--- config.mk ---
export PLATFORM = sky130hd
export DESIGN_NAME = imw_irq_map
export DESIGN_NICKNAME = d
export VERILOG_FILES = /design/src/hw/imw_pkg.sv /design/src/hw/imw_irq_map.sv /design/src/hw/imw_prio_locate.sv
export VERILOG_INCLUDE_DIRS = /design/src /design/src/hw
export SDC_FILE = /design/constraint.sdc
export NUM_CORES = 1
export LEC_CHECK = 0
export ABC_AREA = 1
export BUFFER_PORTS_ARGS = -buffer_cell sky130_fd_sc_hd__buf_2
export CORE_AREA = 2 2 76 78
export CTS_CLUSTER_DIAMETER = 40
export CTS_CLUSTER_SIZE = 16
export DETAILED_ROUTE_END_ITERATION = 6
export DIE_AREA = 0 0 78 80
export PLACE_DENSITY = 0.75
export SLEW_MARGIN = 20
export SYNTH_ARGS = -nofsm -noshare
export SYNTH_HDL_FRONTEND = slang
export SYNTH_SLANG_ARGS = --single-unit
export TNS_END_PERCENT = 100
--- constraint.sdc ---
create_clock -name clk -period 1.1 [get_ports clk]
set_input_delay 0.11 -clock clk [delete_from_list [all_inputs] [get_ports clk]]
set_output_delay 0.11 -clock clk [all_outputs]
set_load 0.005 [all_outputs]
--- src/hw/imw_defs.svh ---
// Constants for the interrupt map, priority field locator and wake-up gathering.
`ifndef IMW_DEFS_SVH
`define IMW_DEFS_SVH

`define IMW_VEC_BASE 6'h10
`define IMW_IRQ_W 5
`define IMW_VEC_W 6
`define IMW_NUM_IRQ 32
`define IMW_PRIO_FIELD_W 2
`define IMW_FIELD_STRIDE 8
`define IMW_FIELD_OFFSET 6
`define IMW_IRQ_FLASH 5'h05
`define IMW_IRQ_LVW 5'h06
`define IMW_IRQ_EXTIRQ 5'h07
`define IMW_IRQ_I2C 5'h08
`define IMW_IRQ_SPIA 5'h0a
`define IMW_IRQ_SPIB 5'h0b
`define IMW_IRQ_UARTA 5'h0c
`define IMW_IRQ_UARTB 5'h0d
`define IMW_IRQ_UARTC 5'h0e
`define IMW_IRQ_CONV 5'h0f
`define IMW_IRQ_CMPA 5'h10
`define IMW_IRQ_TMRA 5'h11
`define IMW_IRQ_TMRB 5'h12
`define IMW_IRQ_TMRC 5'h13
`define IMW_IRQ_RTC 5'h14
`define IMW_IRQ_CMPB 5'h15
`define IMW_IRQ_PITA 5'h16
`define IMW_IRQ_PITB 5'h17
`define IMW_IRQ_KEYA 5'h18
`define IMW_IRQ_KEYB 5'h19
`define IMW_IRQ_CLKLOSS 5'h1b
`define IMW_IRQ_WDOG 5'h1c
`define IMW_UNUSED_MASK 32'he400021f
`define IMW_TMR_SRC_W 8
`define IMW_KEY_PINS 8

`endif

--- src/hw/imw_pkg.sv ---
// Types shared by the interrupt map and wake-up logic.
package imw_pkg;

    typedef struct packed {
        logic flashCmd;
        logic lowVoltWarn;
        logic extIrq;
        logic i2cAny;
        logic spiA;
        logic spiB;
        logic uartA;
        logic uartB;
        logic uartC;
        logic convDone;
        logic cmpA;
        logic [7:0] tmrA;
        logic [7:0] tmrB;
        logic [7:0] tmrC;
        logic rtcOvf;
        logic cmpB;
        logic pitA;
        logic pitB;
        logic [7:0] keyA;
        logic [7:0] keyB;
        logic clkLoss;
        logic wdogTimeout;
    } imw_src_s;

    typedef struct packed {
        logic resetPin;
        logic resetOnLowPowerOsc;
        logic lowVoltWarn;
        logic extIrqPin;
        logic convDone;
        logic convInternalClk;
        logic cmpAny;
        logic i2cAddrMatch;
        logic spiSlaveIrq;
        logic spiSlaveMode;
        logic uartRxEdge;
        logic rtcAlarm;
        logic nmiPin;
        logic nmiPinSel;
    } imw_wake_s;

    typedef struct packed {
        logic [4:0] irq;
        logic [2:0] wordIdx;
        logic [4:0] fieldLsb;
        logic [7:0] tableAddr;
    } imw_loc_s;

    typedef enum logic [2:0] {
        IMW_RUN = 3'b001,
        IMW_STOP = 3'b010,
        IMW_WAKE = 3'b100
    } imw_state_e;

endpackage : imw_pkg

--- src/hw/imw_irq_map.sv ---
// Maps peripheral sources onto request lines, locates priority fields and gathers wake-ups.
// How it works
// - Each peripheral request number is its vector number minus sixteen.
// - The priority word for a request is the request number divided by four.
// - The field starts at eight times the request number modulo four, plus six.
// - Each priority field is two bits wide, giving four levels, other bits unused.
// - The converter completion drives request 15, vector 31, priority word 3.
// - The first comparator drives request 16, vector 32, priority word 4.
// - The second comparator drives request 21, vector 37, priority word 5.
// - All events of each flexible timer merge into requests 17, 18 and 19.
// - Any enabled keypad pin interrupt raises a wake-up out of Stop.
// - The converter on its internal clock runs in Stop and its completion wakes.
// - A serial peripheral interrupt in slave mode wakes the system from Stop.
// - An active edge on the serial receiver pin wakes the system from Stop.
// - The reset pin wakes from Stop only when clocked from the low-power oscillator.
`timescale 1ns/1ps
`include "imw_defs.svh"

module imw_irq_map
    import imw_pkg::*;
(
    input wire logic clk,
    input wire logic arst_n,
    input imw_src_s src,
    input imw_wake_s wakeSrc,
    input wire logic [7:0] keyEnable,
    input wire logic stopEnter,
    input wire logic [5:0] queryVector,
    output logic [31:0] irqReq,
    output logic nmiReq,
    output logic wakeReq,
    output logic inStop,
    output logic [31:0] irqLevel,
    output imw_loc_s queryLoc,
    output logic queryValid
);

    ////////////////////////////////////////////////////////////////////////
    // Reset release through two flip-flops.
    logic rstSync1_ff;
    logic rstSync2_ff;
    always_ff @(posedge clk or negedge arst_n) begin
        if (!arst_n) begin
            rstSync1_ff <= 1'b0;
            rstSync2_ff <= 1'b0;
        end else begin
            rstSync1_ff <= 1'b1;
            rstSync2_ff <= rstSync1_ff;
        end
    end
    wire rstN = rstSync2_ff;

    ////////////////////////////////////////////////////////////////////////
    // Source to request mapping.
    function automatic logic anyBit(input logic [7:0] bits);
        anyBit = |bits;
    endfunction : anyBit

    logic [31:0] nxt_irqMap;
    always_comb begin
        nxt_irqMap = 32'h0;
        nxt_irqMap[`IMW_IRQ_FLASH] = src.flashCmd;
        nxt_irqMap[`IMW_IRQ_LVW] = src.lowVoltWarn;
        nxt_irqMap[`IMW_IRQ_EXTIRQ] = src.extIrq;
        nxt_irqMap[`IMW_IRQ_I2C] = src.i2cAny;
        nxt_irqMap[`IMW_IRQ_SPIA] = src.spiA;
        nxt_irqMap[`IMW_IRQ_SPIB] = src.spiB;
        nxt_irqMap[`IMW_IRQ_UARTA] = src.uartA;
        nxt_irqMap[`IMW_IRQ_UARTB] = src.uartB;
        nxt_irqMap[`IMW_IRQ_UARTC] = src.uartC;
        nxt_irqMap[`IMW_IRQ_CONV] = src.convDone;
        nxt_irqMap[`IMW_IRQ_CMPA] = src.cmpA;
        nxt_irqMap[`IMW_IRQ_TMRA] = anyBit(src.tmrA);
        nxt_irqMap[`IMW_IRQ_TMRB] = anyBit(src.tmrB);
        nxt_irqMap[`IMW_IRQ_TMRC] = anyBit(src.tmrC);
        nxt_irqMap[`IMW_IRQ_RTC] = src.rtcOvf;
        nxt_irqMap[`IMW_IRQ_CMPB] = src.cmpB;
        nxt_irqMap[`IMW_IRQ_PITA] = src.pitA;
        nxt_irqMap[`IMW_IRQ_PITB] = src.pitB;
        nxt_irqMap[`IMW_IRQ_KEYA] = anyBit(src.keyA & keyEnable);
        nxt_irqMap[`IMW_IRQ_KEYB] = anyBit(src.keyB);
        nxt_irqMap[`IMW_IRQ_CLKLOSS] = src.clkLoss;
        nxt_irqMap[`IMW_IRQ_WDOG] = src.wdogTimeout;
    end

    // Unassigned lines are forced low even if the map above changes.
    wire [31:0] irqMasked = nxt_irqMap & ~`IMW_UNUSED_MASK;

    logic [31:0] irqReq_ff;
    logic nmiReq_ff;
    always_ff @(posedge clk or negedge rstN) begin
        if (!rstN) begin
            irqReq_ff <= 32'h0;
            nmiReq_ff <= 1'b0;
        end else begin
            irqReq_ff <= irqMasked;
            nmiReq_ff <= wakeSrc.nmiPin & wakeSrc.nmiPinSel;
        end
    end
    assign irqReq = irqReq_ff;
    assign nmiReq = nmiReq_ff;

    ////////////////////////////////////////////////////////////////////////
    // One flag bit per request, set when its field position equals eight times its slot in the word plus six.
    genvar gi;
    generate
        for (gi = 0; gi < `IMW_NUM_IRQ; gi = gi + 1) begin : gLevel
            localparam int Lsb = `IMW_FIELD_STRIDE * (gi % 4) + `IMW_FIELD_OFFSET;
            assign irqLevel[gi] = (Lsb == 32'(`IMW_FIELD_STRIDE * (gi % 4) + 6));
        end
    endgenerate

    ////////////////////////////////////////////////////////////////////////
    // Priority field locator for a queried vector.
    imw_loc_s locRaw;
    logic locPeripheral;
    imw_prio_locate uLocate (
        .vector(queryVector),
        .loc(locRaw),
        .isPeripheral(locPeripheral)
    );

    imw_loc_s queryLoc_ff;
    logic queryValid_ff;
    always_ff @(posedge clk or negedge rstN) begin
        if (!rstN) begin
            queryLoc_ff <= '0;
            queryValid_ff <= 1'b0;
        end else begin
            queryLoc_ff <= locRaw;
            queryValid_ff <= locPeripheral;
        end
    end
    assign queryLoc = queryLoc_ff;
    assign queryValid = queryValid_ff;

    ////////////////////////////////////////////////////////////////////////
    // Wake-up gathering; the result is combinational so it acts without a clock in Stop.
    wire keyWake = anyBit(src.keyA & keyEnable) | anyBit(src.keyB & keyEnable);
    wire convWake = wakeSrc.convDone & wakeSrc.convInternalClk;
    wire spiWake = wakeSrc.spiSlaveIrq & wakeSrc.spiSlaveMode;
    wire uartWake = wakeSrc.uartRxEdge;
    wire resetWake = wakeSrc.resetPin & wakeSrc.resetOnLowPowerOsc;
    wire nmiWake = wakeSrc.nmiPin & wakeSrc.nmiPinSel;
    wire anyWake = keyWake | convWake | spiWake | uartWake | resetWake | nmiWake
        | wakeSrc.lowVoltWarn | wakeSrc.extIrqPin | wakeSrc.cmpAny
        | wakeSrc.i2cAddrMatch | wakeSrc.rtcAlarm;

    imw_state_e state_ff;
    imw_state_e nxt_state;
    always_comb begin
        case (state_ff)
            IMW_RUN: nxt_state = stopEnter ? IMW_STOP : IMW_RUN;
            IMW_STOP: nxt_state = anyWake ? IMW_WAKE : IMW_STOP;
            IMW_WAKE: nxt_state = IMW_RUN;
            default: nxt_state = IMW_RUN;
        endcase
    end

    always_ff @(posedge clk or negedge rstN) begin
        if (!rstN) begin
            state_ff <= IMW_RUN;
        end else begin
            state_ff <= nxt_state;
        end
    end

    assign inStop = state_ff == IMW_STOP;
    assign wakeReq = inStop & anyWake;

endmodule : imw_irq_map

--- src/hw/imw_prio_locate.sv ---
// Locates a vector's request number, table address, priority word and field position.
`timescale 1ns/1ps
`include "imw_defs.svh"

module imw_prio_locate
    import imw_pkg::*;
(
    input wire logic [5:0] vector,
    output imw_loc_s loc,
    output logic isPeripheral
);
    wire [5:0] irqWide = vector - `IMW_VEC_BASE;
    wire [4:0] irqNum = irqWide[4:0];

    assign isPeripheral = vector >= `IMW_VEC_BASE;
    assign loc.irq = irqNum;
    assign loc.wordIdx = irqNum[4:2];
    assign loc.fieldLsb = {irqNum[1:0], 3'h6};
    assign loc.tableAddr = {vector, 2'h0};
endmodule : imw_prio_locate

Yosys cells after proc, flatten, opt, wreduce, memory -nomap -nowiden
Index checks and enable logic that the tools add are counted.
{"block": "totals", "in_bits": 88, "wordCells": 41, "output_inout_bits": 89, "register_bits": 47}
{"block": "classes", "n_reduce_logical": 6, "bitwise": 18, "eq_ne": 2, "mux": 3, "n_lt_le_gt_ge": 1, "addsub": 1}
{"operator": "$reduce_or A8 Y1", "count": 6}
{"operator": "$and A8 B8 Y8", "count": 2}
{"operator": "$or A1 B1 Y1", "count": 11}
{"operator": "$ge A6 B5 Y1 const B", "count": 1}
{"operator": "$pmux W3 S2", "count": 1}
{"operator": "$and A1 B1 Y1", "count": 5}
{"operator": "$sub A5 B5 Y5 const B", "count": 1}
{"operator": "$eq A3 B1 Y1 const B", "count": 1}
{"operator": "$eq A3 B2 Y1 const B", "count": 1}
{"operator": "$mux W3", "count": 1}
{"operator": "$mux W2", "count": 1}

Longest topological paths before layout
Gate-level depths: netlist of the first run.
{"block": "depth", "ltp_word": 15, "depth_mapped": 7, "mapped_depth_nobuf": 7}

Modules after synthesis
Synthesis of the first run repeated with hierarchy kept, for this count alone.
{"block": "unflattened", "hier_cells": 185, "hier_area_um2": 2033.2}
{"mod": "imw_irq_map", "instances": 1, "area_each_um2": 1861.8, "cells_per_inst": 160, "seq_area_each_um2": 1252.5}
{"mod": "imw_prio_locate", "instances": 1, "area_each_um2": 171.4, "cells_per_inst": 25, "seq_area_each_um2": 0.0}

Least setup slack after synthesis of the first run
No wires, ideal clock.
{"block": "synth_path", "path_type": "flip-flop to flip-flop", "startpoint": "register state_ff[2]", "endpoint": "register state_ff[2]", "n_path_buf": 0, "setup_ps": 118, "required_ps": 982, "setup_slack_ps": 89, "arrival_ps": 893, "stages_incl_launch_ff": 3, "synth_period_minus_slack_ps": 1011, "cell_sequence": "dfrtp_1 > nor3_4 > a21boi_0"}
{"block": "synth_between", "elab_chain_len": 2, "word_cells_on_any_way": 3, "classes_between": "eq/ne: 2; mux: 1"}
{"item": "start: declaration", "line": "imw_irq_map.sv:149", "text": "imw_state_e state_ff;"}
{"item": "start signal: assignment", "line": "imw_irq_map.sv:164", "text": "state_ff <= nxt_state;"}
{"item": "$eq A3 B2 Y1"}
{"item": "via inStop", "line": "imw_irq_map.sv:32", "text": "output logic inStop,"}
{"item": "$pmux W3 S2", "line": "imw_irq_map.sv:152", "text": "case (state_ff)"}
The timed path passes the listed nets, and every way through them passes these cells.

Worst setup path in the final report of the first run
{"block": "layout_path", "startpoint": "register state_ff[0]", "endpoint": "output port wakeReq"}
{"block": "layout_between", "elab_chain_len": 2}
{"item": "$eq A3 B2 Y1", "line": "imw_irq_map.sv:168", "text": "assign inStop = state_ff == IMW_STOP;"}
{"item": "$and A1 B1 Y1", "line": "imw_irq_map.sv:169", "text": "assign wakeReq = inStop & anyWake;"}
{"item": "end: declaration", "line": "imw_irq_map.sv:31", "text": "output logic wakeReq,"}
Every way passes these cells.

==> results of run 1 <==
power groups by stage:
stage               registers, mW  clock network [mW]  logic (mW)
finish                       1.52                1.18       0.564
global route                 1.53                1.30       0.638
CTS                          1.52                1.23       0.569
detailed placement           1.55                   0       0.480
global placement             1.54                   0       0.467
floorplan                    1.56                   0       0.303
cells in the mapped netlist:
master    count  area, sq um
nor2_1        9         33.8
nor4_1        8         50.1
nor3_4        1         16.3
a21boi_0      1         7.51
buf_4        55          413
a21oi_1       1         5.00
nor2_2        1         6.26
or2_2         1         6.26
inv_1         5         18.8
nand3_1       1         5.00
dfstp_2       1         26.3
nand4_1       2         12.5
conb_1        2         7.51
dfrtp_1      36          901
nand2_1      36          135
layer usage:
layer	wire, microns	GRT usage (%)
met1	1550	13.7
met2	1940	21.8
met3	428	3.73
met4	40	5.09
met5	0	0
cells by family (layout without fill, tap and decap cells):
| family | count (synthesis) | count (layout) |
|---|---|---|
| compound gates | 2 | 2 |
| buf+inv | 60 | 172 |
| flops | 37 | 37 |
| other cells | 2 | 47 |
| simple gates | 59 | 59 |
stage by stage:
step | hold slack (ns) | setup WS (ns) | setup TNS [ns]
finish | 0.0261 | -0.170 | -0.310
global route | 0.0230 | -0.232 | -0.416
CTS | 0.00517 | -0.212 | -0.380
detailed placement | -0.0986 | -0.0100 | -0.0100
global placement | -0.103 | -0.00606 | -0.00606
floorplan | -0.186 | 0.0892 | 0
registers in the layout, indices dropped and copies added, names as in the netlist:
register,count
queryLoc,8
state_ff,3
nmiReq,1
queryValid,1
rstSync1_ff,1
irqReq,22
rstN,1
timing repair:
action,in CTS,in global routing
hold endpoints to repair,27,0
pin swaps,1,1
hold buffers,25,0
resized for setup,4,0
setup buffers,0,0
setup endpoints to repair,2,2
gates cloned,0,0
final cells by class:
class / instances / area, sq um
Tap cell: 72 / 90.1
Inverter: 5 / 18.8
Timing Repair Buffer: 159 / 947
Clock inverter: 2 / 37.5
Clock buffer: 6 / 82.6
Sequential cell: 37 / 928
Fill cell: 496 / 2840
Multi-Input combinational cell: 108 / 458
worst max-delay path: stages (launching register included):
cell,delay [ns]
dfstp_2,0.56
nor3_4,0.04
a21boi_2,0.15
buf_2,0.13
path summary, 6_finish.rpt:
kind,end,from,cells after the start
setup / recovery,wakeReq,state_ff[0],3
hold / removal,irqReq[18],src[36],3
setup reg to reg,state_ff[1],state_ff[0],4
hold reg to reg,nmiReq,rstN,0
max in group asynchronous,queryLoc[17],rstN,1
min in group asynchronous,nmiReq,rstN,0
==> results by group, run 1 <==
Outcome
  – Outcome: complete, but fails checks
  – Failing checks: setup timing

Worst setup path
  – Flop-to-flop setup slack: 0.14 ns
  – Setup crit end kind: output pin
  – Critical Path Fanout Max: 2
  – Critical Path Source Type: register
  – Worst path required time: 0.99 ns
  – Kind of critical path: register to output pin
  – Arrival @ worst endpoint: 1.16 ns

Clock tree
  – TritonCTS clock tree: yes
  – Inserted Clock Buffers: 5
  – CTS H-tree lvls: 2
  – CTS Root Cell: clkbuf_8
  – Clk buf depth: 2
  – Clk_lat worst skew: 0.28 ns
  – Worst-path clk slew: 0.07 ns
  – Clk sinks: 37

Synthesis
  – Mux cell area share after synthesis: 0%
  – Adder-cell share of the synthesized area: 0%
  – YS warnings: 0
  – Main combinational cell family by area after synthesis: buffers and inverters
  – Compound-Gate Fraction of Synth Area: 0.761%
  – Post-Syn Area: 1640 sq um
  – #FFs+latches synth: 37
  – Synthesized area per cell: 10.3 sq um
  – Mapped Cells: 160
  – Synth unique cells: 15
  – Simple-gate area share of the yosys netlist: 16.1%
  – Synth Area in XOR/XNOR: 0%
  – Register area share after synthesis: 56.4%

Routing
  – Vias/cell: 3.79
  – Final wirelength: 3950 microns
  – DRT iter0 DRCs: 13
  – DRC viols: 0
  – Routed Antenna Nets: 0
  – DR pass1 iterations: 4
  – Detailed-route wire length per cell: 10.2 microns
  – Vias: 1,474

Floorplan
  – Initial Util: 30.4%
  – Die H: 80 microns
  – Site row count: 27
  – Chip Width: 78 microns
  – Die area: 6240 sq um
  – Io pins: 177
  – Core area: 5410 sq um

STA
  – Worst setup margin: -0.170 ns
  – Final Cycle Share: 115%
  – Min Tclk post-route: 1.27 ns
  – Max Freq: 787 MHz
  – RSZ-0062 raised after global routing: true
  – Final Skew: 0.00675 ns
  – Final setup violation count: 2
  – Final Hold Viols: 0
  – Slew Viols, Final: 0

Placement
  – PortBufs: 131
  – Routability cong.: 0.733
  – Final HPWL DP: 3210 microns
  – Post-DP Area: 2180 sq um
  – Placed cells: 356

Pwr
  – Combinational power share: 17.3%
  – Sequential Power Share: 46.7%
  – Net Sw Power: 0.748 mW
  – Cell-internal power: 2.52 mW
  – Switching share of power: 22.9%
  – Share of total power in the clock network: 36.1%
  – Total power: 3.27 mW
  – Maximum vdd ir drop: 0.460 mV
  – Pwr dens: 1270 nW/um^2
  – P_leak: 1.41 nW

Layout
  – Share of layout cells above drive strength 1: 47.0%
  – Non-Filler Instances: 389
  – Area growth syn-to-layout: 55.9%
  – Design area: 2560 sq um
  – Most frequent cells in the layout: 130 x buf_2, 47 x conb_1, 36 x nand2_1, 35 x dfrtp_1, 25 x dlygate4sd3_1
  – Commonest non-fill, non-tap cell in the layout: buf_2
  – Fin nets: 404
  – Final core utilization: 47.4%
  – Antenna cell count: 0

Global route
  – GR Overflow Total: 0
  – Initial antenna violation count: 0
  – Vias in the first global route: 1,324
  – Largest net degree at the start of global routing: 27
  – Total Routing Usage GR: 12.3%
  – First-pass GRT wire length: 5910 microns

Job
  – Max Cap Viol: 0

Worst hold path
  – Hold crit path type: input pin to register
Power figures use the tool's default switching activity.
==> run 2, diff against run 1 <==
--- a/config.mk
+++ b/config.mk
@@ -8,12 +8,13 @@
 export LEC_CHECK = 0
 export ABC_AREA = 1
 export BUFFER_PORTS_ARGS = -buffer_cell sky130_fd_sc_hd__buf_2
-export CORE_AREA = 2 2 76 78
+export CAP_MARGIN = 0
+export CORE_AREA = 2 2 73 75
 export CTS_CLUSTER_DIAMETER = 40
 export CTS_CLUSTER_SIZE = 16
 export DETAILED_ROUTE_END_ITERATION = 6
-export DIE_AREA = 0 0 78 80
-export PLACE_DENSITY = 0.75
+export DIE_AREA = 0 0 75 77
+export PLACE_DENSITY = 0.77
 export SLEW_MARGIN = 20
 export SYNTH_ARGS = -nofsm -noshare
 export SYNTH_HDL_FRONTEND = slang
==> constraint.sdc (replaced) <==
create_clock -name clk -period 1.3 [get_ports clk]
set_input_delay 0.13 -clock clk [delete_from_list [all_inputs] [get_ports clk]]
set_output_delay 0.13 -clock clk [all_outputs]
set_load 0.005 [all_outputs]
==> results by group, run 2 (synthesis results as in run 1) <==
Clock tree
  – Clk_lat worst skew: 0.28 ns (about the same)
  – Clk sinks: 37 (unchanged)
  – CTS H-tree lvls: 2 (unchanged)
  – Clk buf depth: 2 (unchanged)
  – Inserted Clock Buffers: 5 (unchanged)
  – TritonCTS clock tree: yes
  – CTS Root Cell: clkbuf_8
  – Worst-path clk slew: 0.07 ns (about the same)

Floorplan
  – Site row count: 26 (-3.7%)
  – Die H: 77 microns (-3.8%)
  – Io pins: 177 (unchanged)
  – Die area: 5780 sq um (-7.5%)
  – Chip Width: 75 microns (-3.8%)
  – Initial Util: 33.0% (+2.6 points)
  – Core area: 4980 sq um (-7.9%)

STA
  – Slew Viols, Final: 0 (unchanged)
  – Final Skew: 0.00739 ns (+0.000636 ns)
  – Final setup violation count: 1 (-1)
  – RSZ-0062 raised after global routing: true
  – Worst setup margin: -0.0323 ns (+0.138 ns)
  – Max Freq: 751 MHz
  – Final Cycle Share: 102%
  – Final Hold Viols: 0 (unchanged)
  – WHS: 0.0100 ns (-0.0161 ns)
  – Min Tclk post-route: 1.33 ns

Global route
  – Most crowded layer after global routing: met2
  – Largest net degree at the start of global routing: 36 (+33%)
  – GRT met3 Usage: 4.73% (+1.0 points)
  – Vias in the first global route: 1,384 (+4.5%)
  – GR Overflow Total: 0 (unchanged)
  – Initial antenna violation count: 0 (unchanged)
  – First-pass GRT wire length: 6100 microns (+3.3%)
  – GR Util met2: 26.4% (+4.6 points)
  – Met1 Resource Use GR: 12.7% (-0.93 points)
  – Total Routing Usage GR: 13.7% (+1.5 points)

Routing
  – Vias: 1,474 (unchanged)
  – DRC viols: 0 (unchanged)
  – Final wirelength: 4100 microns (+3.9%)
  – Vias/cell: 3.80 (+0.26%)
  – DRT iter0 DRCs: 24 (+11)
  – Routed Antenna Nets: 0 (unchanged)
  – Detailed-route wire length per cell: 10.6 microns (+4.1%)
  – DR pass1 iterations: 4 (unchanged)

Worst setup path
  – Reg2Reg Depth: 4 (unchanged)
  – Critical Path Fanout Max: 2 (unchanged)
  – Worst r2r dst: state_ff[2]
  – Flop-to-flop setup slack: 0.19 ns (+0.05 ns)
  – Setup crit end kind: output pin
  – Critical Path Source Type: register
  – Worst path required time: 1.17 ns (+0.18 ns)
  – Critical R2R Launch: state_ff[0]
  – Arrival @ worst endpoint: 1.20 ns (+0.04 ns)
  – Kind of critical path: register to output pin

Layout
  – Largest register FFs: 22 (unchanged)
  – Final core utilization: 50.6% (+3.2 points)
  – Fill count: 466 (-6.0%)
  – Most frequent cells in the layout: 131 x buf_2, 47 x conb_1, 36 x nand2_1, 36 x dfrtp_1, 24 x dlygate4sd3_1
  – Design area: 2520 sq um (-1.7%)
  – Commonest non-fill, non-tap cell in the layout: buf_2
  – Antenna cell count: 0 (unchanged)
  – Non-Filler Instances: 388 (-0.26%)
  – Sequential Area: 927 sq um (-0.13%)
  – Fin nets: 405 (+0.25%)
  – Share of layout cells above drive strength 1: 46.5% (-0.46 points)
  – Area growth syn-to-layout: 53.3%
  – Multi-input gate area: 458 sq um (unchanged)

Pwr
  – Maximum vdd ir drop: 0.356 mV (-23%)
  – Pwr dens: 1000 nW/um^2 (-21%)
  – Total power: 2.53 mW (-23%)
  – P_leak: 1.40 nW (-0.50%)

Placement
  – PortBufs: 131 (unchanged)
  – Post-DP Area: 2160 sq um (-0.86%)
  – Final HPWL DP: 2950 microns (-8.3%)
  – Routability cong.: 0.722 (-1.5%)
  – Placed cells: 352 (-1.1%)

Outcome
  – Failing checks: setup timing
  – Outcome: complete, but fails checks

Worst hold path
  – Worst Hold Depth: 2 (-1)
  – Min-delay src: stopEnter
  – Worst-case hold path end point: state_ff[0]
  – Hold crit path type: input pin to register

Job
  – Max Cap Viol: 0 (unchanged)
## run 2: where the power goes
part / switching [mW] / internal [mW]
registers: 0.0434 / 1.24
logic: 0.225 / 0.275
clock network: 0.372 / 0.371
## run 2: through the flow
stage	TNS, ns	setup slack, ns
finish	-0.0323	-0.0323
global route	-0.141	-0.0958
CTS	-0.0391	-0.0391
detailed placement	0	0.0826
global placement	0	0.171
floorplan	0	0.196
## run 2: how the worst max path moves through the flow
stage / startpoint / endpoint / slack (ns) / cells past startpoint
2_1_floorplan: rstN / irqReq[10] / 0.20 / 0
3_3_place_gp: state_ff[2] / wakeReq / 0.17 / 3
3_5_place_dp: state_ff[2] / wakeReq / 0.08 / 3
4_1_cts: state_ff[2] / wakeReq / -0.04 / 3
5_1_grt: state_ff[2] / wakeReq / -0.1 / 3
6_report: state_ff[2] / wakeReq / -0.03 / 3
## run 2: cell type report
class / count / area share, %
Sequential cell: 37 / 36.8
Multi-Input combinational cell: 108 / 18.2
Tap cell: 70 / 3.48
Clock inverter: 2 / 0.397
Timing Repair Buffer: 160 / 37.5
Clock buffer: 6 / 2.88
Inverter: 5 / 0.745
## run 2: repair_timing
action	CTS	global route
pin swaps	1	0
gates resized for setup	2	0
buffers inserted	3	1
hold endpoints to repair	25	0
hold buffers	24	0
endpoints found under the setup margin	1	2
## run 2: layer usage
| metal | vias to the layer above | part of all wire (%) |
|---|---|---|
| met4 | 0 | 0.76 |
| li1 | 710 | - |
| met1 | 652 | 32 |
| met5 | - | 0 |
| met3 | 2 | 13 |
| met2 | 110 | 54 |
## run 2: critical path: stages (launching register included)
cell	delay, ns
dfrtp_1	0.41
nor3_4	0.19
a21boi_2	0.19
buf_2	0.13
